==> config.mk <==
export PLATFORM = sky130hd
export DESIGN_NAME = fev_regs
export DESIGN_NICKNAME = d
export VERILOG_FILES = /design/src/fev_pkg.sv /design/src/fev_src_sync.sv /design/src/fev_regs.sv
export VERILOG_INCLUDE_DIRS = /design/src /design/src/src
export SDC_FILE = /design/constraint.sdc
export NUM_CORES = 1
export LEC_CHECK = 0
export BUFFER_PORTS_ARGS = -buffer_cell sky130_fd_sc_hd__buf_2
export CORE_UTILIZATION = 33
export DETAILED_ROUTE_END_ITERATION = 10
export GPL_TIMING_DRIVEN = 0
export PLACE_DENSITY = 0.8
export SYNTH_ARGS = -nofsm -noshare
export SYNTH_HDL_FRONTEND = slang
export SYNTH_SLANG_ARGS = --single-unit
export TNS_END_PERCENT = 10
==> constraint.sdc <==
create_clock -name ref_clk -period 2.1 [get_ports ref_clk]
set_clock_uncertainty 0.15 [all_clocks]
set_input_delay 0.105 -clock ref_clk [delete_from_list [all_inputs] [get_ports ref_clk]]
set_output_delay 0.105 -clock ref_clk [all_outputs]
set_load 0.1 [all_outputs]
==> src/fev_cfg.svh <==
// offsets, field positions, reset values and widths of the event registers
`ifndef FEV_CFG_SVH
`define FEV_CFG_SVH

`define FEV_ADDR_W        16
`define FEV_DATA_W        32
`define FEV_OFS_FLAGS     16'h0130
`define FEV_OFS_ENABLE    16'h0134
`define FEV_OFS_STATE     16'h0138
`define FEV_OFS_TRIGGER   16'h013c
`define FEV_INTR_BIT      15
`define FEV_WAKE_BIT      4
`define FEV_BVD_HI        3
`define FEV_BVD_LO        2
`define FEV_READY_BIT     1
`define FEV_WP_BIT        0
`define FEV_BVD_VAL       2'h3
`define FEV_FLAG_RST      1'h0
`define FEV_MASK_RST      1'h0
`define FEV_SYNC_STAGES   3

`endif

==> src/fev_pkg.sv <==
// types shared by the function event register block
`include "fev_cfg.svh"

package fev_pkg;

    typedef struct packed
    {
        logic                    wr;
        logic                    rd;
        logic [`FEV_ADDR_W-1:0]  addr;
        logic [`FEV_DATA_W-1:0]  wdata;
    } fev_req_t;

    typedef struct packed
    {
        logic                    valid;
        logic [`FEV_DATA_W-1:0]  data;
    } fev_rsp_t;

endpackage

==> src/fev_src_sync.sv <==
// three-stage synchroniser for an interrupt level from another clock
`timescale 1ns/1ps
`include "fev_cfg.svh"

module fev_src_sync
#(
    parameter int STAGES = `FEV_SYNC_STAGES
)
(
    input  wire logic  ref_clk,
    input  wire logic  rst,
    input  wire logic  level_in,
    output logic       level_out
);
    import fev_pkg::*;

    logic [STAGES-1:0] stage_reg;
    logic              level_reg;

    // ****************************************************************
    // parameter check
    // ****************************************************************
    if (STAGES != 3)
    begin : g_bad
        $error("fev_src_sync: STAGES must be 3");
    end

    // ****************************************************************
    // shift chain
    // ****************************************************************
    always_ff @(posedge ref_clk or posedge rst)
    begin
        if (rst)
            stage_reg <= '0;
        else
            stage_reg <= {stage_reg[STAGES-2:0], level_in};
    end

    // change accepted once second and third stages agree
    always_ff @(posedge ref_clk or posedge rst)
    begin
        if (rst)
            level_reg <= 1'h0;
        else if (stage_reg[1] == stage_reg[2])
            level_reg <= stage_reg[2];
    end

    assign level_out = level_reg;

endmodule

==> src/fev_regs.sv <==
// function event, enable, current state and trigger registers
`timescale 1ns/1ps
`include "fev_cfg.svh"

module fev_regs
(
    input  wire logic       ref_clk,
    input  wire logic       rst,
    input  wire fev_pkg::fev_req_t req,
    output fev_pkg::fev_rsp_t      rsp,
    input  wire logic       chip_irq_src,
    output logic            status_irq
);
    import fev_pkg::*;

    logic                    flag_reg;
    logic                    mask_reg;
    logic                    src_sync;
    logic                    rvalid_reg;
    logic [`FEV_DATA_W-1:0]  rdata_reg;
    logic [`FEV_DATA_W-1:0]  rdata_next;
    logic [`FEV_DATA_W-1:0]  state_word;
    logic [`FEV_DATA_W-1:0]  flag_word;
    logic [`FEV_DATA_W-1:0]  mask_word;
    logic                    wr_flags;
    logic                    wr_enable;
    logic                    wr_trigger;
    logic                    set_evt;
    logic                    clr_evt;

    // ****************************************************************
    // configuration check
    // ****************************************************************
    if (`FEV_INTR_BIT >= `FEV_DATA_W)
    begin : g_bad_cfg
        $error("fev_regs: interrupt bit outside the data word");
    end

    // ****************************************************************
    // address decode
    // ****************************************************************
    assign wr_flags   = req.wr && (req.addr == `FEV_OFS_FLAGS);
    assign wr_enable  = req.wr && (req.addr == `FEV_OFS_ENABLE);
    assign wr_trigger = req.wr && (req.addr == `FEV_OFS_TRIGGER);

    // ****************************************************************
    // event flag
    // ****************************************************************
    assign set_evt = wr_trigger && req.wdata[`FEV_INTR_BIT];
    assign clr_evt = wr_flags && req.wdata[`FEV_INTR_BIT];

    // set wins over a clear in the same cycle
    always_ff @(posedge ref_clk or posedge rst)
    begin
        if (rst)
            flag_reg <= `FEV_FLAG_RST;
        else if (set_evt)
            flag_reg <= 1'h1;
        else if (clr_evt)
            flag_reg <= 1'h0;
    end

    // ****************************************************************
    // event enable
    // ****************************************************************
    always_ff @(posedge ref_clk or posedge rst)
    begin
        if (rst)
            mask_reg <= `FEV_MASK_RST;
        else if (wr_enable)
            mask_reg <= req.wdata[`FEV_INTR_BIT];
    end

    assign status_irq = flag_reg && mask_reg;

    // ****************************************************************
    // chip interrupt sources
    // ****************************************************************
    fev_src_sync
    #(
        .STAGES    (`FEV_SYNC_STAGES)
    )
    u_src_sync
    (
        .ref_clk   (ref_clk),
        .rst       (rst),
        .level_in  (chip_irq_src),
        .level_out (src_sync)
    );

    // ****************************************************************
    // read words
    // ****************************************************************
    always_comb
    begin
        flag_word = '0;
        flag_word[`FEV_INTR_BIT] = flag_reg;
        mask_word = '0;
        mask_word[`FEV_INTR_BIT] = mask_reg;
        state_word = '0;
        state_word[`FEV_INTR_BIT] = src_sync;
        state_word[`FEV_WAKE_BIT] = 1'h0;
        state_word[`FEV_BVD_HI:`FEV_BVD_LO] = `FEV_BVD_VAL;
        state_word[`FEV_READY_BIT] = 1'h1;
        state_word[`FEV_WP_BIT] = 1'h0;
    end

    // unmapped offsets and the trigger register read zero
    always_comb
    begin
        if (req.addr == `FEV_OFS_FLAGS)
            rdata_next = flag_word;
        else if (req.addr == `FEV_OFS_ENABLE)
            rdata_next = mask_word;
        else if (req.addr == `FEV_OFS_STATE)
            rdata_next = state_word;
        else
            rdata_next = '0;
    end

    always_ff @(posedge ref_clk or posedge rst)
    begin
        if (rst)
            rdata_reg <= '0;
        else if (req.rd)
            rdata_reg <= rdata_next;
    end

    always_ff @(posedge ref_clk or posedge rst)
    begin
        if (rst)
            rvalid_reg <= 1'h0;
        else
            rvalid_reg <= req.rd;
    end

    assign rsp.valid = rvalid_reg;
    assign rsp.data  = rdata_reg;
endmodule

# Word-level counts from Yosys, hierarchy flattened
# Cells that the tools add are included.
# op_classes
mux	5
n_reduce_logical	7
div_mod_pow	0
add_sub_neg	0
eq_ne	5
magnitude_cmp	0
n_shift	0
n_bitwise	0
multipliers	0
# op_table
op	count
$eq A16 B9 Y1 const B	4
$mux W16	3
$logic_and A1 B1 Y1	6
$mux W1	2
$reduce_bool A2 Y1	1
$eq A1 B1 Y1	1
# totals
mem_bits_rw	0
reg_bits	39
n_memories	0
elab_cells	23
out_inout_bits	34
mem_bits_ro	0
inputBits	53
latchBits	0

# Longest topological paths before layout
# Gate-level depths: netlist of the first run.
# logic_depth
depth_word	5
mapped_depth	4
ltp_nobuf	4

# Cells and area by module
# Synthesis of the first run repeated with hierarchy kept, for this count alone.
# unflattened
cells_unflattened	65
area_unflattened_um2	661.9
# modules_own_cells
mod	seq_area_each_um2	cells_per_inst	n_inst	area_per_inst_um2
fev_regs	125.1	59	1	546.8
fev_src_sync	100.1	6	1	115.1

# Worst setup path after synthesis of the first run
# Ideal clock, no wire load.
# synth_timing
path_type	register -> output
from	register, netlist name rdata_reg[3]
to	output rsp[2] (netlist name)
stages_incl_launch_ff	2
arrival_time_ns	1.356
path_buffers	1
path_slack_ns	0.489
cell_sequence	dfrtp_1 buf_4
# synth_rtl
item	line	rtl
end: declaration	fev_regs.sv:10	output fev_pkg::fev_rsp_t rsp,

# Worst setup path after layout of the first run
# layout_timing
from	register mask_reg
to	output status_irq
# layout_via
elab_chain_cells	1
# layout_rtl
item	line	rtl
start: declaration	fev_regs.sv:17	logic mask_reg;
start signal: assignment	fev_regs.sv:69	mask_reg <= `FEV_MASK_RST;
start signal: assignment	fev_regs.sv:71	mask_reg <= req.wdata[`FEV_INTR_BIT];
$logic_and A1 B1 Y1	fev_regs.sv:74	assign status_irq = flag_reg && mask_reg;
end: declaration	fev_regs.sv:12	output logic status_irq
# No other way between the ends.

==> results of run 1 <==
worst paths after layout:
| check | slack, ps | from | cells after the start | end |
|---|---|---|---|---|
| max reg2reg | 1010 | u_src_sync.level_out | 3 | rdata_reg[15] |
| min | 160 | req[42] | 5 | flag_reg |
| min reg2reg | 200 | u_src_sync.stage_reg[0] | 0 | u_src_sync.stage_reg[1] |
| max in group asynchronous | 1350 | rst | 3 | flag_reg |
| max | 670 | mask_reg | 2 | status_irq |
| min in group asynchronous | 190 | rst | 3 | rdata_reg[15] |
stage by stage:
stage | setup WS, ps | total power [W] | hold slack (ps) | std cells | util, %
2_1_floorplan | 489 | 0.000461 | -217 | 92 | -
3_3_place_gp | 689 | 0.000487 | -78.2 | 144 | 51.2
3_5_place_dp | 665 | 0.000489 | -66.5 | 144 | 51.2
4_1_cts | 649 | 0.000634 | 0.242 | 154 | 56.0
5_1_grt | 588 | 0.000662 | 150 | 155 | 56.6
6_report | 670 | 0.000631 | 164 | 155 | 56.6
kinds of logic after synthesis:
group / after synthesis / share of synthesized area, %
adders and majority gates: 1 / 1.53
other: 1 / 0.572
and+or+nand+nor: 12 / 16.4
DFF: 9 / 34.4
muxes: 2 / 3.82
buffers and inverters: 35 / 37.8
AOI/OAI and AO/OA: 5 / 5.54
where the power goes:
group	switching, W	total [W]	internal (W)
combinational	0.000251	0.000317	0.0000662
clock	0.0000594	0.000132	0.0000731
sequential	0.00000238	0.000182	0.000179
total	0.000313	0.000631	0.000319
timing repair:
| item | in CTS | in global routing |
|---|---|---|
| endpoints found under the hold margin | 15 | 1 |
| resized for setup | 0 | 0 |
| setup buffers | 0 | 0 |
| hold buffers | 6 | 1 |
metal layers:
layer | part of all wire [%] | vias up | global-route usage (%)
met5 | 0 | - | 0
met4 | 2.0 | 0 | 7.06
met3 | 12 | 4 | 6.67
met2 | 48 | 41 | 20.8
met1 | 38 | 232 | 13.4
li1 | - | 286 | -
worst register-to-register path, cell delays in order (launching register included):
cell	delay, ps
dfrtp_1	390
mux2i_1	130
o21ai_0	80
a31o_2	240
cell usage in the layout, fill, tap and decap left out, drive strengths merged, types with 2 or more instances in the layout:
cell type,count
dlygate4sd3,7
nor4b,2
clkbuf,4
o21ai,2
nor2b,3
buf,58
inv,4
conb,28
dfrtp,9
area by class of cell:
class                   instances  share of cell area, %
multi-input cells              48                   27.9
well taps                      25                   3.07
inverters                       4                   1.47
plain buffers                  31                   22.8
repair buffers                 34                   20.1
flip-flops and latches          9                   22.1
clock buffers                   4                   2.58
==> impl_metrics.csv, run 1 <==
group,metric,value,unit
logic_synthesis,synthesis.instances,65,
logic_synthesis,ys_seq_area_share,34.4,%
logic_synthesis,synth_flop_cell,"dfrtp_1",
floorplan,start_util,36.4,%
hold_path,hp-class,"in -> reg",
place,gp_congestion,0.739,
sta,max_clock_freq,699,MHz
worst_setup_path,crit_arrival,1170,ps
sta,drv_slew,0,
cells_and_area,finish.instance_area,1020,um2
global_route,grt_max_degree,10,
clock_tree,path_clk_slew,50,ps
worst_setup_path,cp_num_buf_inv,1,
worst_setup_path,cp-end-kind,"output port",
power_and_ir_drop,power_leakage,0.594,nW
global_route,overflow,0,
power_and_ir_drop,power.density,619,nW/um2
worst_setup_path,cp-start-kind,"flop",
worst_setup_path,crit_type,"reg -> out",
drt,via_per_inst,3.63,
logic_synthesis,synth.area.top_cells,"buf_4 35%, dfrtp_1 34%, nor4b_2 4.6%",
global_route,grt.total_usage,12.9,%
place,place_area,923,um2
logic_synthesis,avgSynthCellArea,10.1,um2
clock_tree,htree_levels,1,
clock_tree,cts.path.max_buffers,2,
global_route,grt_pass1_vias,451,
drt,wl,1.25,mm
cells_and_area,fill_cells,167,
logic_synthesis,ys_warn_count,0,
sta,finalHoldViolCount,0,
logic_synthesis,synthTopCellsByCount,"31 x buf_4, 9 x dfrtp_1, 4 x inv_1",
worst_setup_path,crit_path_max_incr_delay,420,ps
cells_and_area,seqCellArea,225,um2
logic_synthesis,ys_ff_latch,9,
drt,antenna_left,0,
power_and_ir_drop,ir_drop,0.000355,V
place,numPortBuffers,27,
drt,drtPass1Iterations,2,
cells_and_area,num-nets-final,184,
drt,drc,0,
worst_setup_path,crit_path_max_fanout,3,
logic_synthesis,synth_edf_count,0,
drt,wl_per_cell,8.08,um
sta,setup_viol,0,
logic_synthesis,netlist.top_cell.by_area,"buf_4",
global_route,grt_pass1_wl,1.84,mm
drt,drt_iter0_markers,5,
place,dp_hpwl,972,um
cells_and_area,antenna_cells,0,
floorplan,io_pins,87,
clock_tree,clock_sinks,9,
floorplan,die_h,46.6,um
sta,rsz0062_at_grt,"no",
worst_setup_path,cp.required,1850,ps
sta,fin_crit,1430,ps
sta,fin_crit_sh,68.1,%
clock_tree,cts_tree,"built",
floorplan,die_width,46.6,um
worst_setup_path,cp_cell_sequence,"and2_1 > buf_2",
cells_and_area,largest_reg_flops,3,
worst_setup_path,cp_top_family,"buffers and inverters",
logic_synthesis,synth.distinct_cells,20,
clock_tree,root_buffer,"clkbuf_4",
drt,vias,563,
floorplan,die_area,2170,um2
cells_and_area,drive_above_1_share,52.3,%
logic_synthesis,yosysTopAreaCellShare,35.5,%
cells_and_area,multi_input_area,284,um2
job,maxCapViolCount,0,
worst_setup_path,cp_slowest_cell,"buf_2",
clock_tree,cts_buffers,3,
clock_tree,insertion_delay,260,ps
cells_and_area,syn_to_final_growth,55.5,%
logic_synthesis,async_reset_ff_share,100,%
global_route,antenna_found_initial,0,
floorplan,coreArea,1800,um2
outcome,status,"completed",
logic_synthesis,syn-cell-area,656,um2
logic_synthesis,synth.most_common_cell,"buf_4",
floorplan,num_rows,15,
sta,setup_tns,0,ps
Note: power is estimated with default switching activity, not from simulation.
==> run 2: changes to the inputs <==
--- a/config.mk
+++ b/config.mk
@@ -7,10 +7,10 @@
 export NUM_CORES = 1
 export LEC_CHECK = 0
 export BUFFER_PORTS_ARGS = -buffer_cell sky130_fd_sc_hd__buf_2
-export CORE_UTILIZATION = 33
+export CORE_UTILIZATION = 31
 export DETAILED_ROUTE_END_ITERATION = 10
 export GPL_TIMING_DRIVEN = 0
-export PLACE_DENSITY = 0.8
+export PLACE_DENSITY = 0.76
 export SYNTH_ARGS = -nofsm -noshare
 export SYNTH_HDL_FRONTEND = slang
 export SYNTH_SLANG_ARGS = --single-unit
==> constraint.sdc (replaced) <==
create_clock -name ref_clk -period 1.4 [get_ports ref_clk]
set_clock_uncertainty 0.15 [all_clocks]
set_input_delay 0.07 -clock ref_clk [delete_from_list [all_inputs] [get_ports ref_clk]]
set_output_delay 0.07 -clock ref_clk [all_outputs]
set_load 0.1 [all_outputs]
==> run 2 against run 1 <==
Against the previous run: total power increased by 48%; via count decreased by 2.1%; wire length decreased by 6.7%; global-route usage decreased by 0.93 points; core utilization decreased by 4.6 points; flip-flop and latch count unchanged; setup slack got worse by 630 ps; largest cell class unchanged.
==> impl_metrics.csv, run 2 (synthesized netlist as in run 1, its figures left out) <==
group,metric,value,unit
cells_and_area,final_cell_mix,"33 x buf_4, 28 x conb_1, 24 x buf_2, 8 x dfrtp_1, 7 x dlygate4sd3_1",
cells_and_area,antenna_cells,0,
clock_tree,cts.path.max_buffers,2,
global_route,grt.total_usage,12.0,%
drt,vias,551,
floorplan,die_area,2300,um2
cells_and_area,drive_above_1_share,53.1,%
sta,fin_crit,1360,ps
global_route,grt_max_degree,10,
place,numPortBuffers,27,
place,dp_hpwl,963,um
clock_tree,cts_tree,"built",
worst_setup_path,ff2ff_path_depth,3,
cells_and_area,finish.instance_area,1030,um2
outcome,status,"completed",
sta,rsz0062_at_grt,"no",
drt,antenna_left,0,
place,gp_congestion,0.683,
power_and_ir_drop,power_leakage,0.591,nW
drt,wl,1.17,mm
drt,wl_per_cell,7.45,um
floorplan,num_rows,16,
sta,setup_viol,0,
cells_and_area,mostFrequentLayoutCell,"buf_4",
power_and_ir_drop,power.density,905,nW/um2
cells_and_area,fill_cells,191,
cells_and_area,num-nets-final,184,
cells_and_area,multi_input_area,284,um2
global_route,antenna_found_initial,0,
worst_setup_path,cp.required,1380,ps
sta,fin_crit_sh,96.8,%
power_and_ir_drop,ir_drop,0.000421,V
sta,max_clock_freq,738,MHz
worst_setup_path,crit_arrival,1340,ps
floorplan,coreArea,1980,um2
clock_tree,cts_buffers,3,
worst_setup_path,cp-start-kind,"input port",
cells_and_area,syn_to_final_growth,57.3,%
clock_tree,post-cts-setup-buffer-count,0,
place,place_area,927,um2
floorplan,start_util,33.1,%
drt,drtPass1Iterations,4,
global_route,grt_pass1_vias,429,
drt,via_per_inst,3.51,
clock_tree,insertion_delay,250,ps
global_route,overflow,0,
worst_setup_path,r2r_start,"flag_reg",
cells_and_area,seqCellArea,226,um2
worst_setup_path,crit_type,"in -> reg",
worst_setup_path,rr_endpoint,"rdata_reg[15]",
cells_and_area,largest_reg_flops,3,
drt,drc,0,
worst_setup_path,cp-endpoint,"mask_reg",
floorplan,io_pins,87,
sta,finalHoldViolCount,0,
sta,setup_tns,0,ps
clock_tree,htree_levels,1,
worst_setup_path,crit_path_max_fanout,4,
floorplan,die_h,48.0,um
floorplan,die_width,48.0,um
worst_setup_path,critPathLaunch,"req[34]",
drt,drt_iter0_markers,9,
clock_tree,clock_sinks,9,
global_route,grt_pass1_wl,1.78,mm
sta,drv_slew,0,
job,maxCapViolCount,0,
cells_and_area,instances_no_fill,157,
clock_tree,root_buffer,"clkbuf_4",
worst_setup_path,r2r_setup_slack,310,ps
place,dp_cells,146,
worst_setup_path,cp-end-kind,"flop",
hold_path,hp-class,"in -> reg",
clock_tree,path_clk_slew,60,ps
run 2: power by group:
group	total, W	internal (W)	switching (W)	leakage [nW]
sequential	0.000272	0.000269	0.00000352	0.113
clock	0.000187	0.000109	0.0000778	0.0150
combinational	0.000474	0.0000992	0.000375	0.463
run 2: layout make-up:
class                           instances  area share, %
Multi-Input combinational cell         48           27.5
Buffer                                 31           22.6
Timing Repair Buffer                   34           20.6
Sequential cell                         9           22.0
Inverter                                4           1.46
Tap cell                               27           3.28
Clock buffer                            4           2.55
run 2: how the worst min path moves through the flow:
stage,from,depth (start not counted),endpoint
floorplan,rst,1,flag_reg
global placement,rst,2,rvalid_reg
detailed placement,rst,2,rvalid_reg
CTS,req[45],5,flag_reg
global route,req[45],5,flag_reg
finish,req[45],5,flag_reg
run 2: timing repair:
action / 4_1_cts / 5_1_grt
hold buffers: 7 / 0
gates resized for setup: 0 / 3
endpoints found under the hold margin: 15 / 0
endpoints found under the setup margin: 0 / 3
run 2: worst max-delay path, cell delays in order:
cell and delay (ps):
dlygate4sd3_1 540, buf_2 130, nor2b_1 210, nand3_2 100
mux2_4 290
run 2: layer usage:
layer	GRT usage, %	vias to the layer above	wire [um]
met4	6.67	0	15
met3	4.91	2	122
li1	-	289	-
met5	0	-	0
met1	12.2	221	441
met2	20.8	39	589
run 2: metrics by stage:
step	hold WS, ps	power, W	setup slack (ps)	utilization, %
after floorplan	-252	0.000692	-59.3	-
after global placement	-114	0.000731	30.1	46.8
after detailed placement	-104	0.000733	24.5	46.8
after CTS	131	0.000939	7.02	51.6
after global routing	141	0.000985	6.68	52.0
final	144	0.000933	44.4	52.0
==> run 3: changes to the inputs <==
--- a/config.mk
+++ b/config.mk
@@ -11,6 +11,7 @@
 export DETAILED_ROUTE_END_ITERATION = 10
 export GPL_TIMING_DRIVEN = 0
 export PLACE_DENSITY = 0.76
+export RECOVER_POWER = 100
 export SYNTH_ARGS = -nofsm -noshare
 export SYNTH_HDL_FRONTEND = slang
 export SYNTH_SLANG_ARGS = --single-unit
==> run 3 against run 2 <==
Against the previous run: clock power barely moved; sequential share of layout area about the same; fmax decreased by 0.14%; via count decreased by 0.54%; cell count is the same; design area is 0.12% lower; global-route usage unchanged; clock-buffer cell count unchanged; setup slack worse by 1.9 ps; total power is essentially flat; critical path depth stayed put; wire length up 0.17%; critical endpoint unchanged; largest cell class unchanged.
==> impl_metrics.csv, run 3 (synthesized netlist as in run 1, its figures left out) <==
group,metric,value,unit
cells_and_area,final_cell_mix,"31 x buf_4, 28 x conb_1, 20 x buf_2, 8 x dfrtp_1, 7 x dlygate4sd3_1",
drt,drtPass1Iterations,4,
drt,via_per_inst,3.49,
clock_tree,path_clk_slew,60,ps
cells_and_area,mostFrequentLayoutCell,"buf_4",
cells_and_area,num-nets-final,184,
floorplan,start_util,33.1,%
worst_setup_path,crit_type,"in -> reg",
sta,finalHoldViolCount,0,
sta,hold_ws,143,ps
sta,tightest_slew,542,ps
sta,max_clock_freq,737,MHz
drt,vias,548,
power_and_ir_drop,ir_drop,0.000423,V
global_route,overflow,0,
place,gp_congestion,0.683,
worst_setup_path,crit_path_max_fanout,4,
worst_setup_path,crit_arrival,1340,ps
sta,fin_crit_sh,97.0,%
drt,drt_iter0_markers,9,
worst_setup_path,cp.required,1380,ps
sta,setup_viol,0,
sta,drv_slew,0,
cells_and_area,antenna_cells,0,
clock_tree,clock_sinks,9,
sta,rsz0062_at_grt,"no",
floorplan,num_rows,16,
global_route,antenna_found_initial,0,
cells_and_area,drive_above_1_share,52.3,%
clock_tree,root_buffer,"clkbuf_4",
global_route,grt_pass1_wl,1.78,mm
cells_and_area,final_core_util,52.0,%
sta,slew_headroom,64.1,%
floorplan,coreArea,1980,um2
sta,fin_crit,1360,ps
global_route,grt_pass1_vias,429,
cells_and_area,syn_to_final_growth,57.1,%
worst_setup_path,cp-start-kind,"input port",
drt,antenna_left,0,
sta,setup_ws,42.5,ps
floorplan,io_pins,87,
global_route,grt.total_usage,12.0,%
global_route,grt_max_degree,10,
drt,drc,0,
floorplan,die_area,2300,um2
worst_setup_path,cp_cell_sequence,"dlygate4sd3_1 > buf_2 > nor2b_1 > nand3_2 > mux2_4",
power_and_ir_drop,power.density,906,nW/um2
clock_tree,cts_tree,"built",
drt,wl,1.17,mm
hold_path,hp-class,"in -> reg",
clock_tree,htree_levels,1,
clock_tree,insertion_delay,250,ps
place,numPortBuffers,27,
power_and_ir_drop,power_leakage,0.584,nW
worst_setup_path,cp_slowest_cell,"dlygate4sd3_1",
clock_tree,cts_buffers,3,
outcome,status,"completed",
place,dp_slack,24.5,ps
place,dp_hpwl,963,um
cells_and_area,fill_cells,192,
floorplan,die_h,48.0,um
clock_tree,cts.path.max_buffers,2,
job,maxCapViolCount,0,
worst_setup_path,crit_path_max_incr_delay,540,ps
drt,wl_per_cell,7.46,um
worst_setup_path,cp-end-kind,"flop",
floorplan,die_width,48.0,um
cells_and_area,largest_reg_flops,3,
## run 3: cell count changes in the layout (fill, tap and decap cells not counted), sizes merged
cell / previous run / this run
clkbuf: 5 / 11
buf: 57 / 51
## run 3: layer usage
metal  wire, um  track usage (%)  vias to the layer above
li1           -                -                      287
met1        446             12.2                      220
met2        588             20.8                       39
met3        120             4.91                        2
met4         15             6.67                        0
met5          0                0                        -
## run 3: power breakdown
| group | switching (W) | total (W) | internal, W |
|---|---|---|---|
| Clock | 0.0000781 | 0.000187 | 0.000109 |
| Sequential | 0.00000353 | 0.000272 | 0.000269 |
| Combinational | 0.000375 | 0.000473 | 0.0000988 |
## run 3: final cells by class
type | instances | area, um2 | share of cell area (%)
Sequential cell | 9 | 226 | 22.0
Inverter | 4 | 15.0 | 1.46
Timing Repair Buffer | 34 | 211 | 20.5
Buffer | 31 | 233 | 22.6
Clock buffer | 4 | 26.3 | 2.55
Multi-Input combinational cell | 48 | 284 | 27.6
Tap cell | 27 | 33.8 | 3.28
## run 3: final timing paths
path,startpoint,end,slack [ps],cells after the start
max reg2reg,flag_reg,rdata_reg[15],310,3
min reg2reg,u_src_sync.stage_reg[0],u_src_sync.stage_reg[1],200,0
min,req[45],flag_reg,140,5
max,req[34],mask_reg,40,5
max in group asynchronous,rst,rdata_reg[3],670,3
min in group asynchronous,rst,rvalid_reg,170,3
## run 3: what timing repair did
action | 4_1_cts | 5_1_grt
hold buffers | 7 | 0
endpoints found under the setup margin | 0 | 3
gates resized for setup | 0 | 3
setup buffers | 0 | 0
hold endpoints to repair | 15 | 0
## run 3: stage by stage
step / TNS, ps / power (W) / cell area, um2 / std cells
after floorplan: -59.3 / 0.000692 / 758 / 92
after global placement: 0 / 0.000731 / 927 / 146
after detailed placement: 0 / 0.000733 / 927 / 146
after global routing: 0 / 0.000985 / 1030 / 157
after CTS: 0 / 0.000939 / 1020 / 157
final: 0 / 0.000933 / 1030 / 157
## run 3: critical path, delay by kind of cell
kind          cells  cell delay (ps)
mux               1              290
buf+inv           2              670
simple gates      2              310
